**src/lcd_fe_map.svh**
```systemverilog
// Constants of the serial command front end: widths, pin slots, reset values, counts
`ifndef LCD_FE_MAP_SVH
`define LCD_FE_MAP_SVH

// ==========================================================
// Data path widths
`define FE_BYTE_W 8
`define FE_CNT_W 3
`define FE_CNT_LAST 3'h7
`define FE_NIB_W 4
`define FE_MEM_DEPTH 32
`define FE_PTR_W 5
`define FE_PTR_RST 5'h00
`define FE_PTR_STEP 5'h01
`define FE_SEL_BIT 7
`define FE_PAT_W 16
`define FE_NCNT_W 3

// ==========================================================
// Nibble counts per decoded character
`define FE_NIBS_7SEG_DIV3 3'h3
`define FE_NIBS_7SEG_DIV4 3'h2
`define FE_NIBS_14SEG 3'h4
`define FE_NIBS_NONE 3'h0

// ==========================================================
// Slots of the pin synchroniser vector
`define FE_PINS 6
`define FE_PIN_SI 0
`define FE_PIN_SCK 1
`define FE_PIN_CD 2
`define FE_PIN_CS 3
`define FE_PIN_RST 4
`define FE_PIN_SYNC 5

// ==========================================================
// Lockstep timing: base clock over four, frame length in cycles
`define FE_OSC_DIV_W 2
`define FE_FRAME_W 8
`define FE_FRAME_TICKS 8'h80
`define FE_PHASE_W 2

`endif

```
**src/lcd_fe_pkg.sv**
```systemverilog
// Types of the serial command front end
`include "lcd_fe_map.svh"

package lcd_fe_pkg;

   // Byte handling phases
   typedef enum logic [1:0] {ST_SHIFT, ST_LATCH, ST_WRITE} fe_phase_t;

   // Whole state of the front end
   typedef struct packed {
      logic [`FE_PINS-1:0] pin_s1;
      logic [`FE_PINS-1:0] pin_s2;
      logic [`FE_PINS-1:0] pin_d;
      fe_phase_t phase;
      logic [`FE_BYTE_W-1:0] shreg;
      logic [`FE_CNT_W-1:0] bit_cnt;
      logic [`FE_BYTE_W-1:0] cd_byte;
      logic cd_cmd;
      logic [`FE_PTR_W-1:0] ptr;
      logic [`FE_NCNT_W-1:0] wr_idx;
      logic [`FE_NCNT_W-1:0] wr_cnt;
      logic [`FE_PAT_W-1:0] pattern;
      logic [`FE_MEM_DEPTH-1:0][`FE_NIB_W-1:0] mem;
      logic [`FE_MEM_DEPTH-1:0][`FE_NIB_W-1:0] disp;
      logic got_bytes;
      logic busy_n;
      logic busy_oe;
      logic [`FE_BYTE_W-1:0] cmd_byte;
      logic cmd_valid;
      logic [`FE_OSC_DIV_W-1:0] osc_div;
      logic sync_o;
      logic sync_oe;
      logic [`FE_PHASE_W-1:0] com_phase;
      logic [`FE_FRAME_W-1:0] frame_cnt;
   } fe_state_t;

endpackage : lcd_fe_pkg

```
**src/lcd_serial_cmd_frontend.sv**
```systemverilog
// Serial command/data front end of an LCD controller
`timescale 1ns/1ps
`include "lcd_fe_map.svh"

module lcd_serial_cmd_frontend
   import lcd_fe_pkg::*;
#(
   parameter logic [`FE_FRAME_W-1:0] FRAME_TICKS = `FE_FRAME_TICKS
)
(
   input wire logic mclk,
   input wire logic rst,
   input wire logic si_pin,
   input wire logic sck_pin,
   input wire logic cmd_sel_pin,
   input wire logic cs_n_pin,
   input wire logic reset_n_pin,
   input wire logic sync_in,
   input wire logic decode_on,
   input wire logic div4_mode,
   output logic busy_n_o,
   output logic busy_n_oe,
   output logic sync_o,
   output logic sync_oe,
   output logic [`FE_BYTE_W-1:0] cmd_byte,
   output logic cmd_valid,
   output logic [`FE_MEM_DEPTH*`FE_NIB_W-1:0] disp_latch,
   output logic [`FE_PHASE_W-1:0] com_phase
);

   // ==========================================================
   // State and decoder
   fe_state_t q_ff;
   fe_state_t nxt_q;
   logic [`FE_PAT_W-1:0] dec_pattern;
   logic [`FE_NCNT_W-1:0] dec_count;
   logic sck_rise;
   logic cs_fall;
   logic cs_rise;
   logic cs_low;
   logic accept;
   logic sync_fall;

   // Decoder looks at the latched data byte
   seg_decoder u_dec (
      .data(q_ff.cd_byte),
      .div4_mode(div4_mode),
      .pattern(dec_pattern),
      .nib_count(dec_count)
   );

   // Pick one nibble of a decoded pattern
   function automatic logic [`FE_NIB_W-1:0] nib_sel(
      input logic [`FE_PAT_W-1:0] pat,
      input logic [`FE_NCNT_W-1:0] idx
   );
      logic [`FE_NIB_W-1:0] r;
      r = pat[4'(idx) * 4 +: 4];
      return r;
   endfunction : nib_sel

   // ==========================================================
   // Edge detection on synchronised pins
   assign sck_rise = q_ff.pin_s2[`FE_PIN_SCK] & ~q_ff.pin_d[`FE_PIN_SCK];
   assign cs_fall = ~q_ff.pin_s2[`FE_PIN_CS] & q_ff.pin_d[`FE_PIN_CS];
   assign cs_rise = q_ff.pin_s2[`FE_PIN_CS] & ~q_ff.pin_d[`FE_PIN_CS];
   assign cs_low = ~q_ff.pin_s2[`FE_PIN_CS];
   assign sync_fall = ~q_ff.pin_s2[`FE_PIN_SYNC] & q_ff.pin_d[`FE_PIN_SYNC];
   // Shift edge counts only when selected, not held, idle
   assign accept = sck_rise & cs_low & q_ff.busy_n & (q_ff.phase == ST_SHIFT);

   // ==========================================================
   // Next state
   always_comb begin
      nxt_q = q_ff;
      nxt_q.pin_s1 = {sync_in, reset_n_pin, cs_n_pin, cmd_sel_pin, sck_pin, si_pin};
      nxt_q.pin_s2 = q_ff.pin_s1;
      nxt_q.pin_d = q_ff.pin_s2;
      nxt_q.cmd_valid = 1'b0;
      case (q_ff.phase)
         ST_SHIFT: begin
            if (accept) begin
               // Shift in at the right (bit 0), MSB arrives first
               nxt_q.shreg = {q_ff.shreg[`FE_BYTE_W-2:0], q_ff.pin_s2[`FE_PIN_SI]};
               nxt_q.bit_cnt = q_ff.bit_cnt + 3'h1;
               if (q_ff.bit_cnt == `FE_CNT_LAST) begin
                  // Overflow: hold input, latch byte and its kind
                  nxt_q.busy_n = 1'b0;
                  nxt_q.cd_byte = {q_ff.shreg[`FE_BYTE_W-2:0], q_ff.pin_s2[`FE_PIN_SI]};
                  nxt_q.cd_cmd = q_ff.pin_s2[`FE_PIN_CD];
                  nxt_q.got_bytes = 1'b1;
                  nxt_q.phase = ST_LATCH;
               end
            end
         end
         ST_LATCH: begin
            if (q_ff.cd_cmd) begin
               // Command byte to the command decoder
               nxt_q.cmd_byte = q_ff.cd_byte;
               nxt_q.cmd_valid = 1'b1;
               nxt_q.busy_n = 1'b1;
               nxt_q.bit_cnt = '0;
               nxt_q.phase = ST_SHIFT;
            end else if (!decode_on) begin
               // Direct data nibble, pointer steps on
               nxt_q.mem[q_ff.ptr] = q_ff.cd_byte[`FE_NIB_W-1:0];
               nxt_q.ptr = q_ff.ptr + `FE_PTR_STEP;
               nxt_q.busy_n = 1'b1;
               nxt_q.bit_cnt = '0;
               nxt_q.phase = ST_SHIFT;
            end else if (dec_count == `FE_NIBS_NONE) begin
               // No pattern in this mode: byte dropped
               nxt_q.busy_n = 1'b1;
               nxt_q.bit_cnt = '0;
               nxt_q.phase = ST_SHIFT;
            end else begin
               // Decoded data goes through the segment decoder
               nxt_q.pattern = dec_pattern;
               nxt_q.wr_cnt = dec_count;
               nxt_q.wr_idx = '0;
               nxt_q.phase = ST_WRITE;
            end
         end
         ST_WRITE: begin
            // One nibble per cycle at successive addresses
            nxt_q.mem[q_ff.ptr] = nib_sel(q_ff.pattern, q_ff.wr_idx);
            nxt_q.ptr = q_ff.ptr + `FE_PTR_STEP;
            nxt_q.wr_idx = q_ff.wr_idx + 3'h1;
            if (q_ff.wr_idx == q_ff.wr_cnt - 3'h1) begin
               nxt_q.busy_n = 1'b1;
               nxt_q.bit_cnt = '0;
               nxt_q.phase = ST_SHIFT;
            end
         end
         default: begin
            nxt_q.phase = ST_SHIFT;
         end
      endcase
      // Select falling edge restarts the transfer
      if (cs_fall) begin
         nxt_q.bit_cnt = '0;
         nxt_q.busy_n = 1'b1;
         nxt_q.ptr = `FE_PTR_RST;
         nxt_q.phase = ST_SHIFT;
      end
      // Select rising edge shows new memory on the panel
      if (cs_rise && q_ff.got_bytes) begin
         nxt_q.disp = nxt_q.mem;
         nxt_q.got_bytes = 1'b0;
      end
      // Hold output driven only while selected
      nxt_q.busy_oe = cs_low;
      // Lockstep pin and common timing
      nxt_q.osc_div = q_ff.osc_div + 2'h1;
      if (!q_ff.pin_s2[`FE_PIN_RST]) begin
         // Base clock over four drives the lockstep pin
         nxt_q.sync_oe = 1'b1;
         nxt_q.sync_o = q_ff.osc_div[`FE_OSC_DIV_W-1];
         nxt_q.frame_cnt = '0;
         nxt_q.com_phase = '0;
      end else begin
         if (q_ff.frame_cnt == FRAME_TICKS - 8'h01) begin
            nxt_q.frame_cnt = '0;
            nxt_q.com_phase = q_ff.com_phase + 2'h1;
         end else begin
            nxt_q.frame_cnt = q_ff.frame_cnt + 8'h01;
         end
         // Another chip pulled the line: align to its common
         if (sync_fall && q_ff.com_phase != '0) begin
            nxt_q.frame_cnt = '0;
            nxt_q.com_phase = '0;
         end
         // Open-drain low during common phase zero, wired-OR
         nxt_q.sync_o = 1'b0;
         nxt_q.sync_oe = (nxt_q.com_phase == '0);
      end
   end

   // ==========================================================
   // State register
   always_ff @(posedge mclk) begin
      if (rst) begin
         q_ff <= '0;
         q_ff.pin_s1 <= 6'h3E;
         q_ff.pin_s2 <= 6'h3E;
         q_ff.pin_d <= 6'h3E;
         q_ff.phase <= ST_SHIFT;
         q_ff.busy_n <= 1'b1;
         q_ff.ptr <= `FE_PTR_RST;
      end else begin
         q_ff <= nxt_q;
      end
   end

   // ==========================================================
   // Outputs straight from the state register
   assign busy_n_o = q_ff.busy_n;
   assign busy_n_oe = q_ff.busy_oe;
   assign sync_o = q_ff.sync_o;
   assign sync_oe = q_ff.sync_oe;
   assign cmd_byte = q_ff.cmd_byte;
   assign cmd_valid = q_ff.cmd_valid;
   assign disp_latch = q_ff.disp;
   assign com_phase = q_ff.com_phase;
endmodule : lcd_serial_cmd_frontend

```
**src/seg_decoder.sv**
```systemverilog
// Segment decoder: data byte to display nibbles and nibble count
`timescale 1ns/1ps
`include "lcd_fe_map.svh"

module seg_decoder
   import lcd_fe_pkg::*;
(
   input wire logic [`FE_BYTE_W-1:0] data,
   input wire logic div4_mode,
   output logic [`FE_PAT_W-1:0] pattern,
   output logic [`FE_NCNT_W-1:0] nib_count
);

   // ==========================================================
   // Pattern tables, nibble N in the low bits
   localparam logic [11:0] SEG7_D3 [0:15] = '{
      12'h353, 12'h003, 12'h271, 12'h073, 12'h123, 12'h172, 12'h372, 12'h013,
      12'h373, 12'h173, 12'h020, 12'h370, 12'h350, 12'h060, 12'h262, 12'h000};
   localparam logic [7:0] SEG7_D4 [0:15] = '{
      8'hD7, 8'h06, 8'hE3, 8'hA7, 8'h36, 8'hB5, 8'hF5, 8'h07,
      8'hF7, 8'hB7, 8'h20, 8'hF1, 8'hD1, 8'hA0, 8'hE4, 8'h00};
   localparam logic [15:0] SEG14 [0:63] = '{
      16'h0000, 16'h0000, 16'h0000, 16'h0000, 16'h0000, 16'h0000, 16'h0000, 16'h0002,
      16'h000A, 16'h5000, 16'hF00F, 16'hA005, 16'h0000, 16'h2004, 16'h0000, 16'h4002,
      16'h47E2, 16'h0600, 16'h23C4, 16'h2784, 16'h2624, 16'h25A4, 16'h25E4, 16'h0700,
      16'h27E4, 16'h27A4, 16'h0000, 16'h0000, 16'h4082, 16'h2084, 16'h1088, 16'h0000,
      16'hA7C0, 16'h2764, 16'h8785, 16'h01E0, 16'h8781, 16'h21E4, 16'h2164, 16'h05E4,
      16'h2664, 16'h8181, 16'h06C0, 16'h206A, 16'h00E0, 16'h1662, 16'h1668, 16'h07E0,
      16'h2364, 16'h07E8, 16'h236C, 16'h1584, 16'h8101, 16'h06E0, 16'h4062, 16'h4668,
      16'h500A, 16'h9002, 16'h4182, 16'h0000, 16'h1008, 16'h0000, 16'h0000, 16'h0000};

   // Table select by the top bit, pattern per mode
   always_comb begin
      pattern = '0;
      nib_count = `FE_NIBS_NONE;
      if (!data[`FE_SEL_BIT]) begin
         if (div4_mode) begin
            pattern = {8'h00, SEG7_D4[data[3:0]]};
            nib_count = `FE_NIBS_7SEG_DIV4;
         end else begin
            pattern = {4'h0, SEG7_D3[data[3:0]]};
            nib_count = `FE_NIBS_7SEG_DIV3;
         end
      end else if (div4_mode && data[6:5] != 2'h0) begin
         pattern = SEG14[6'(data[6:0] - 7'h20)];
         nib_count = `FE_NIBS_14SEG;
      end
   end

endmodule : seg_decoder

```
**config.mk**
```make
export PLATFORM = sky130hd
export DESIGN_NAME = lcd_serial_cmd_frontend
export DESIGN_NICKNAME = d
export VERILOG_FILES = /design/src/lcd_fe_pkg.sv /design/src/lcd_serial_cmd_frontend.sv /design/src/seg_decoder.sv
export VERILOG_INCLUDE_DIRS = /design/src
export SDC_FILE = /design/constraint.sdc
export NUM_CORES = 1
export LEC_CHECK = 0
export ABC_AREA = 0
export BUFFER_PORTS_ARGS = -buffer_cell sky130_fd_sc_hd__buf_2
export CAP_MARGIN = 5
export CELL_PAD_IN_SITES_DETAIL_PLACEMENT = 1
export CELL_PAD_IN_SITES_GLOBAL_PLACEMENT = 2
export CORE_MARGIN = 1.5
export CORE_UTILIZATION = 32
export CTS_CLUSTER_DIAMETER = 30
export CTS_CLUSTER_SIZE = 12
export DETAILED_ROUTE_END_ITERATION = 10
export PLACE_DENSITY_LB_ADDON = 0.05
export SYNTH_ARGS = -nofsm -noshare
export SYNTH_HDL_FRONTEND = slang
export SYNTH_SLANG_ARGS = --single-unit
```
**constraint.sdc**
```tcl
create_clock -name mclk -period 2.3 [get_ports mclk]
set_clock_uncertainty 0.2 [all_clocks]
set_input_delay 0.115 -clock mclk [delete_from_list [all_inputs] [get_ports mclk]]
set_output_delay 0.115 -clock mclk [all_outputs]
set_load 0.01 [all_outputs]
```
==> results.rst <==
.. list-table::
   :header-rows: 1

   * - Metric
     - Value
   * - Run status
     - finished clean
   * - Actual slew at the worst max-slew pin
     - 0.639 ns
   * - Number of maximum-capacitance constraint violations
     - 0
   * - Height of the die
     - 246 um
   * - Wire length of the first global-routing pass
     - 112000 um
   * - Min cycle time layout
     - 2.25 ns
   * - Cell chosen for the clock root
     - sky130_fd_sc_hd__clkbuf_16
   * - Max-slew violations
     - 0
   * - Area fraction of the dominant cell type after synthesis
     - 36.4%
   * - Number of unique standard cell types used by synthesis
     - 70
   * - Post-layout total power
     - 20.6 mW
   * - Number of enable flip-flop cells after synthesis
     - 0
   * - Kind of start point of the critical path
     - register
   * - CORE AREA
     - 58100 um2
   * - Max Freq
     - 0.445 GHz
   * - Yosys warning total
     - 0
   * - Top flip-flop cell by instance count after synthesis
     - sky130_fd_sc_hd__dfxtp_1
   * - Commonest cells in the netlist
     - sky130_fd_sc_hd__nor2_1 (389), sky130_fd_sc_hd__dfxtp_1 (344), sky130_fd_sc_hd__a21oi_1 (265), sky130_fd_sc_hd__a211oi_1 (208), sky130_fd_sc_hd__clkbuf_1 (199)
   * - CTS H-tree depth
     - 3
   * - CTS tree
     - yes
   * - Hold Fails Final Rpt
     - 0
   * - Synthesized cell area
     - 18900 um2
   * - Vias in the first global route
     - 19300
   * - Slowest stage cell on the critical path
     - sky130_fd_sc_hd__or4_1
   * - Sinks on the clock net
     - 344
   * - Slew HR
     - 57.3%
   * - Cell-by-cell trace of the critical path
     - buf_4 > xor3_1 > o31ai_4 > o2111ai_4 > or4_1 > a21oi_2
   * - Floorplan die area
     - 60700 um2
   * - I/O Buffers
     - 152
   * - Buffers and inverters on the worst path
     - 1
   * - Fraction of registers with async set/reset
     - 0%
   * - Number of nets with antenna violations after detailed routing
     - 0
   * - Length of the first detailed-routing pass in iterations
     - 5
   * - Proportion of synthesized chip area in sequential cells
     - 36.4%
   * - Post-layout net count
     - 2568
   * - Final clock period utilization by the worst path
     - 97.8%
   * - Start-to-end type of the worst setup path
     - reg -> reg
   * - Maximum number of pins on one net before global-route repair
     - 118
   * - Placed instance area
     - 20600 um2
   * - Family with the most delay on the worst path
     - compound AO/OA/AOI/OAI gates
   * - Routed wire per std cell
     - 21.5 um
   * - Number of remaining DRC errors
     - 0
   * - Number of top-level pins
     - 153
   * - Drt via density
     - 5.57
   * - Yosys top cell by area
     - sky130_fd_sc_hd__dfxtp_1
   * - Data arrival time of the worst path
     - 2.60 ns
   * - Total length of routed wires
     - 72800 um
   * - Non-filler cells in the finished layout
     - 3384
   * - Vias
     - 18800
   * - Leakage component of the power
     - 9.09 nW
   * - Setup repair after global routing missed its margin
     - yes
   * - Pwr dens
     - 818 nW/um2
   * - Standard-cell rows
     - 88
   * - Iter 0 DRT Violations
     - 858
   * - Number of buffers created by CTS
     - 101
   * - Number of antenna diodes
     - 0
   * - Clock insertion delay at the later pin of the skew report
     - 0.64 ns
   * - Cell with the most instances after synthesis
     - sky130_fd_sc_hd__nor2_1
   * - Maximum buffer depth of the clock tree
     - 3
   * - Net count after synthesis
     - 2462
   * - Placed cell count
     - 3167
   * - Non-Filler Cell Area, Final
     - 25100 um2
   * - Layout cells sized above 1
     - 27.5%
   * - Global-route usage over all layers
     - 23.4%
   * - Maximum cell stage delay along the critical path
     - 0.45 ns
   * - Post-synthesis average cell area
     - 7.79 um2
   * - Remaining Overflow, GRT
     - 0
   * - Initial antenna violation count
     - 0
   * - Die Wd
     - 246 um
   * - Detail Placement HPWL
     - 47400 um
   * - Clock-pin slew reported for the worst setup and hold paths after clock tree synthesis
     - 0.04 ns
   * - Count of final setup violators
     - 0
   * - Routability congestion estimate
     - 0.817
   * - Max FO, Critical Path
     - 4
   * - Worst hold path type
     - in -> reg
   * - Highest ir drop seen on vdd
     - 714 uV
   * - Layout area overhead
     - 32.6%
   * - Starting utilization of the core area
     - 32.6%
   * - Synthesized netlist cell count
     - 2431
   * - Synth area leaders
     - sky130_fd_sc_hd__dfxtp_1 (36%), sky130_fd_sc_hd__a211oi_1 (8.2%), sky130_fd_sc_hd__nor2_1 (7.7%)
   * - #FFs+latches synth
     - 344
   * - Required time reported for the critical path endpoint
     - 2.65 ns
   * - Endpoint kind of the worst setup timing path
     - register
[sequential cells by signal, summed over array words and instances, names as in the netlist]
signal,count
q_ff,189
disp_latch,128
nxt_q,12
cmd_byte,8
com_phase,2
busy_n_o,1
busy_n_oe,1
cmd_valid,1
sync_o,1
sync_oe,1
[logic make-up after synthesis]
family	share of synthesized area [%]
AOI/OAI and AO/OA	30.3
and+or+nand+nor	18.3
buffers and inverters	10.5
DFF	36.4
muxes	2.33
adders and majority gates	1.39
xor gates and xnor gates	0.773
[worst register-to-register path: cells and delay by family (launching register included)]
family	cells	cell delay (ns)
flops	1	0.32
xor+xnor	1	0.39
buf+inv	1	0.14
compound gates	3	0.69
simple gates	1	0.45
[area by class of cell]
type / instances / area, um2
Clock buffer: 134 / 2870
Clock inverter: 51 / 663
Fill cell: 6743 / 33000
Inverter: 29 / 109
Multi-Input combinational cell: 1697 / 10700
Sequential cell: 344 / 6900
Tap cell: 765 / 957
Timing Repair Buffer: 364 / 2940
[power by group]
| part | switching, mW | internal [mW] |
|---|---|---|
| combinational | 0.150 | 0.0638 |
| sequential | 0.0101 | 6.01 |
| clock | 4.12 | 10.2 |
| total | 4.28 | 16.3 |
[cell usage in the layout (no fill, tap or decap), drive strengths merged, types with 12 or more instances in the layout]
cell         netlist  final
mux2i             26     26
and4bb            18     18
nor2b             18     18
a311oi            86     86
o221ai            20     20
a221oi            13     13
a21oi            265    265
nor3              37     37
a211oi           208    208
o21ai            199    199
nand2            148    148
buf              162    346
dlygate4sd3        0     14
nor2             389    389
clkbuf           199    138
dfxtp            344    344
ha                21     21
or2               20     20
and3              14     14
nand3             24     24
a31o              16     16
bufinv             0     14
and4b             12     12
mux2              14     14
inv               28     29
clkinv             1     29
[what timing repair did]
item,CTS,global route
endpoints found under the hold margin,69,0
gates resized for setup,33,115
pin swaps,2,17
cloned,0,4
setup buffers,1,13
endpoints found under the setup margin,153,259
hold buffers,14,0
[through the flow]
stage | TNS (ns) | hold slack (ns) | setup slack (ns) | utilization, %
global route | -0.187 | 0.0965 | -0.0510 | 43.2
detailed placement | -8.74 | 0.103 | -0.279 | 35.5
global placement | -3.06 | 0.0996 | -0.254 | 35.5
floorplan | -0.0237 | 0.0188 | -0.0237 | -
finish | 0 | 0.0974 | 0.0517 | 43.2
CTS | -0.0591 | 0.0550 | -0.0131 | 42.1
[layer usage]
layer	GRT usage [%]	up-vias	part of all wire (%)
li1	-	9006	-
met1	31.1	9366	47
met2	38.5	355	47
met3	3.94	109	3.9
met4	7.12	0	2.0
met5	0	-	0
[path summary, 6_finish.rpt]
| kind | from | to | slack [ns] | cells past startpoint |
|---|---|---|---|---|
| worst min-delay path | decode_on | q_ff[298] | 0.1 | 4 |
| worst min register to register | nxt_q[340] | nxt_q[334] | 0.21 | 1 |
| worst max-delay path | q_ff[303] | q_ff[318] | 0.05 | 6 |
| worst max register to register | q_ff[303] | q_ff[318] | 0.05 | 6 |
(Power assumes the default switching activity.)
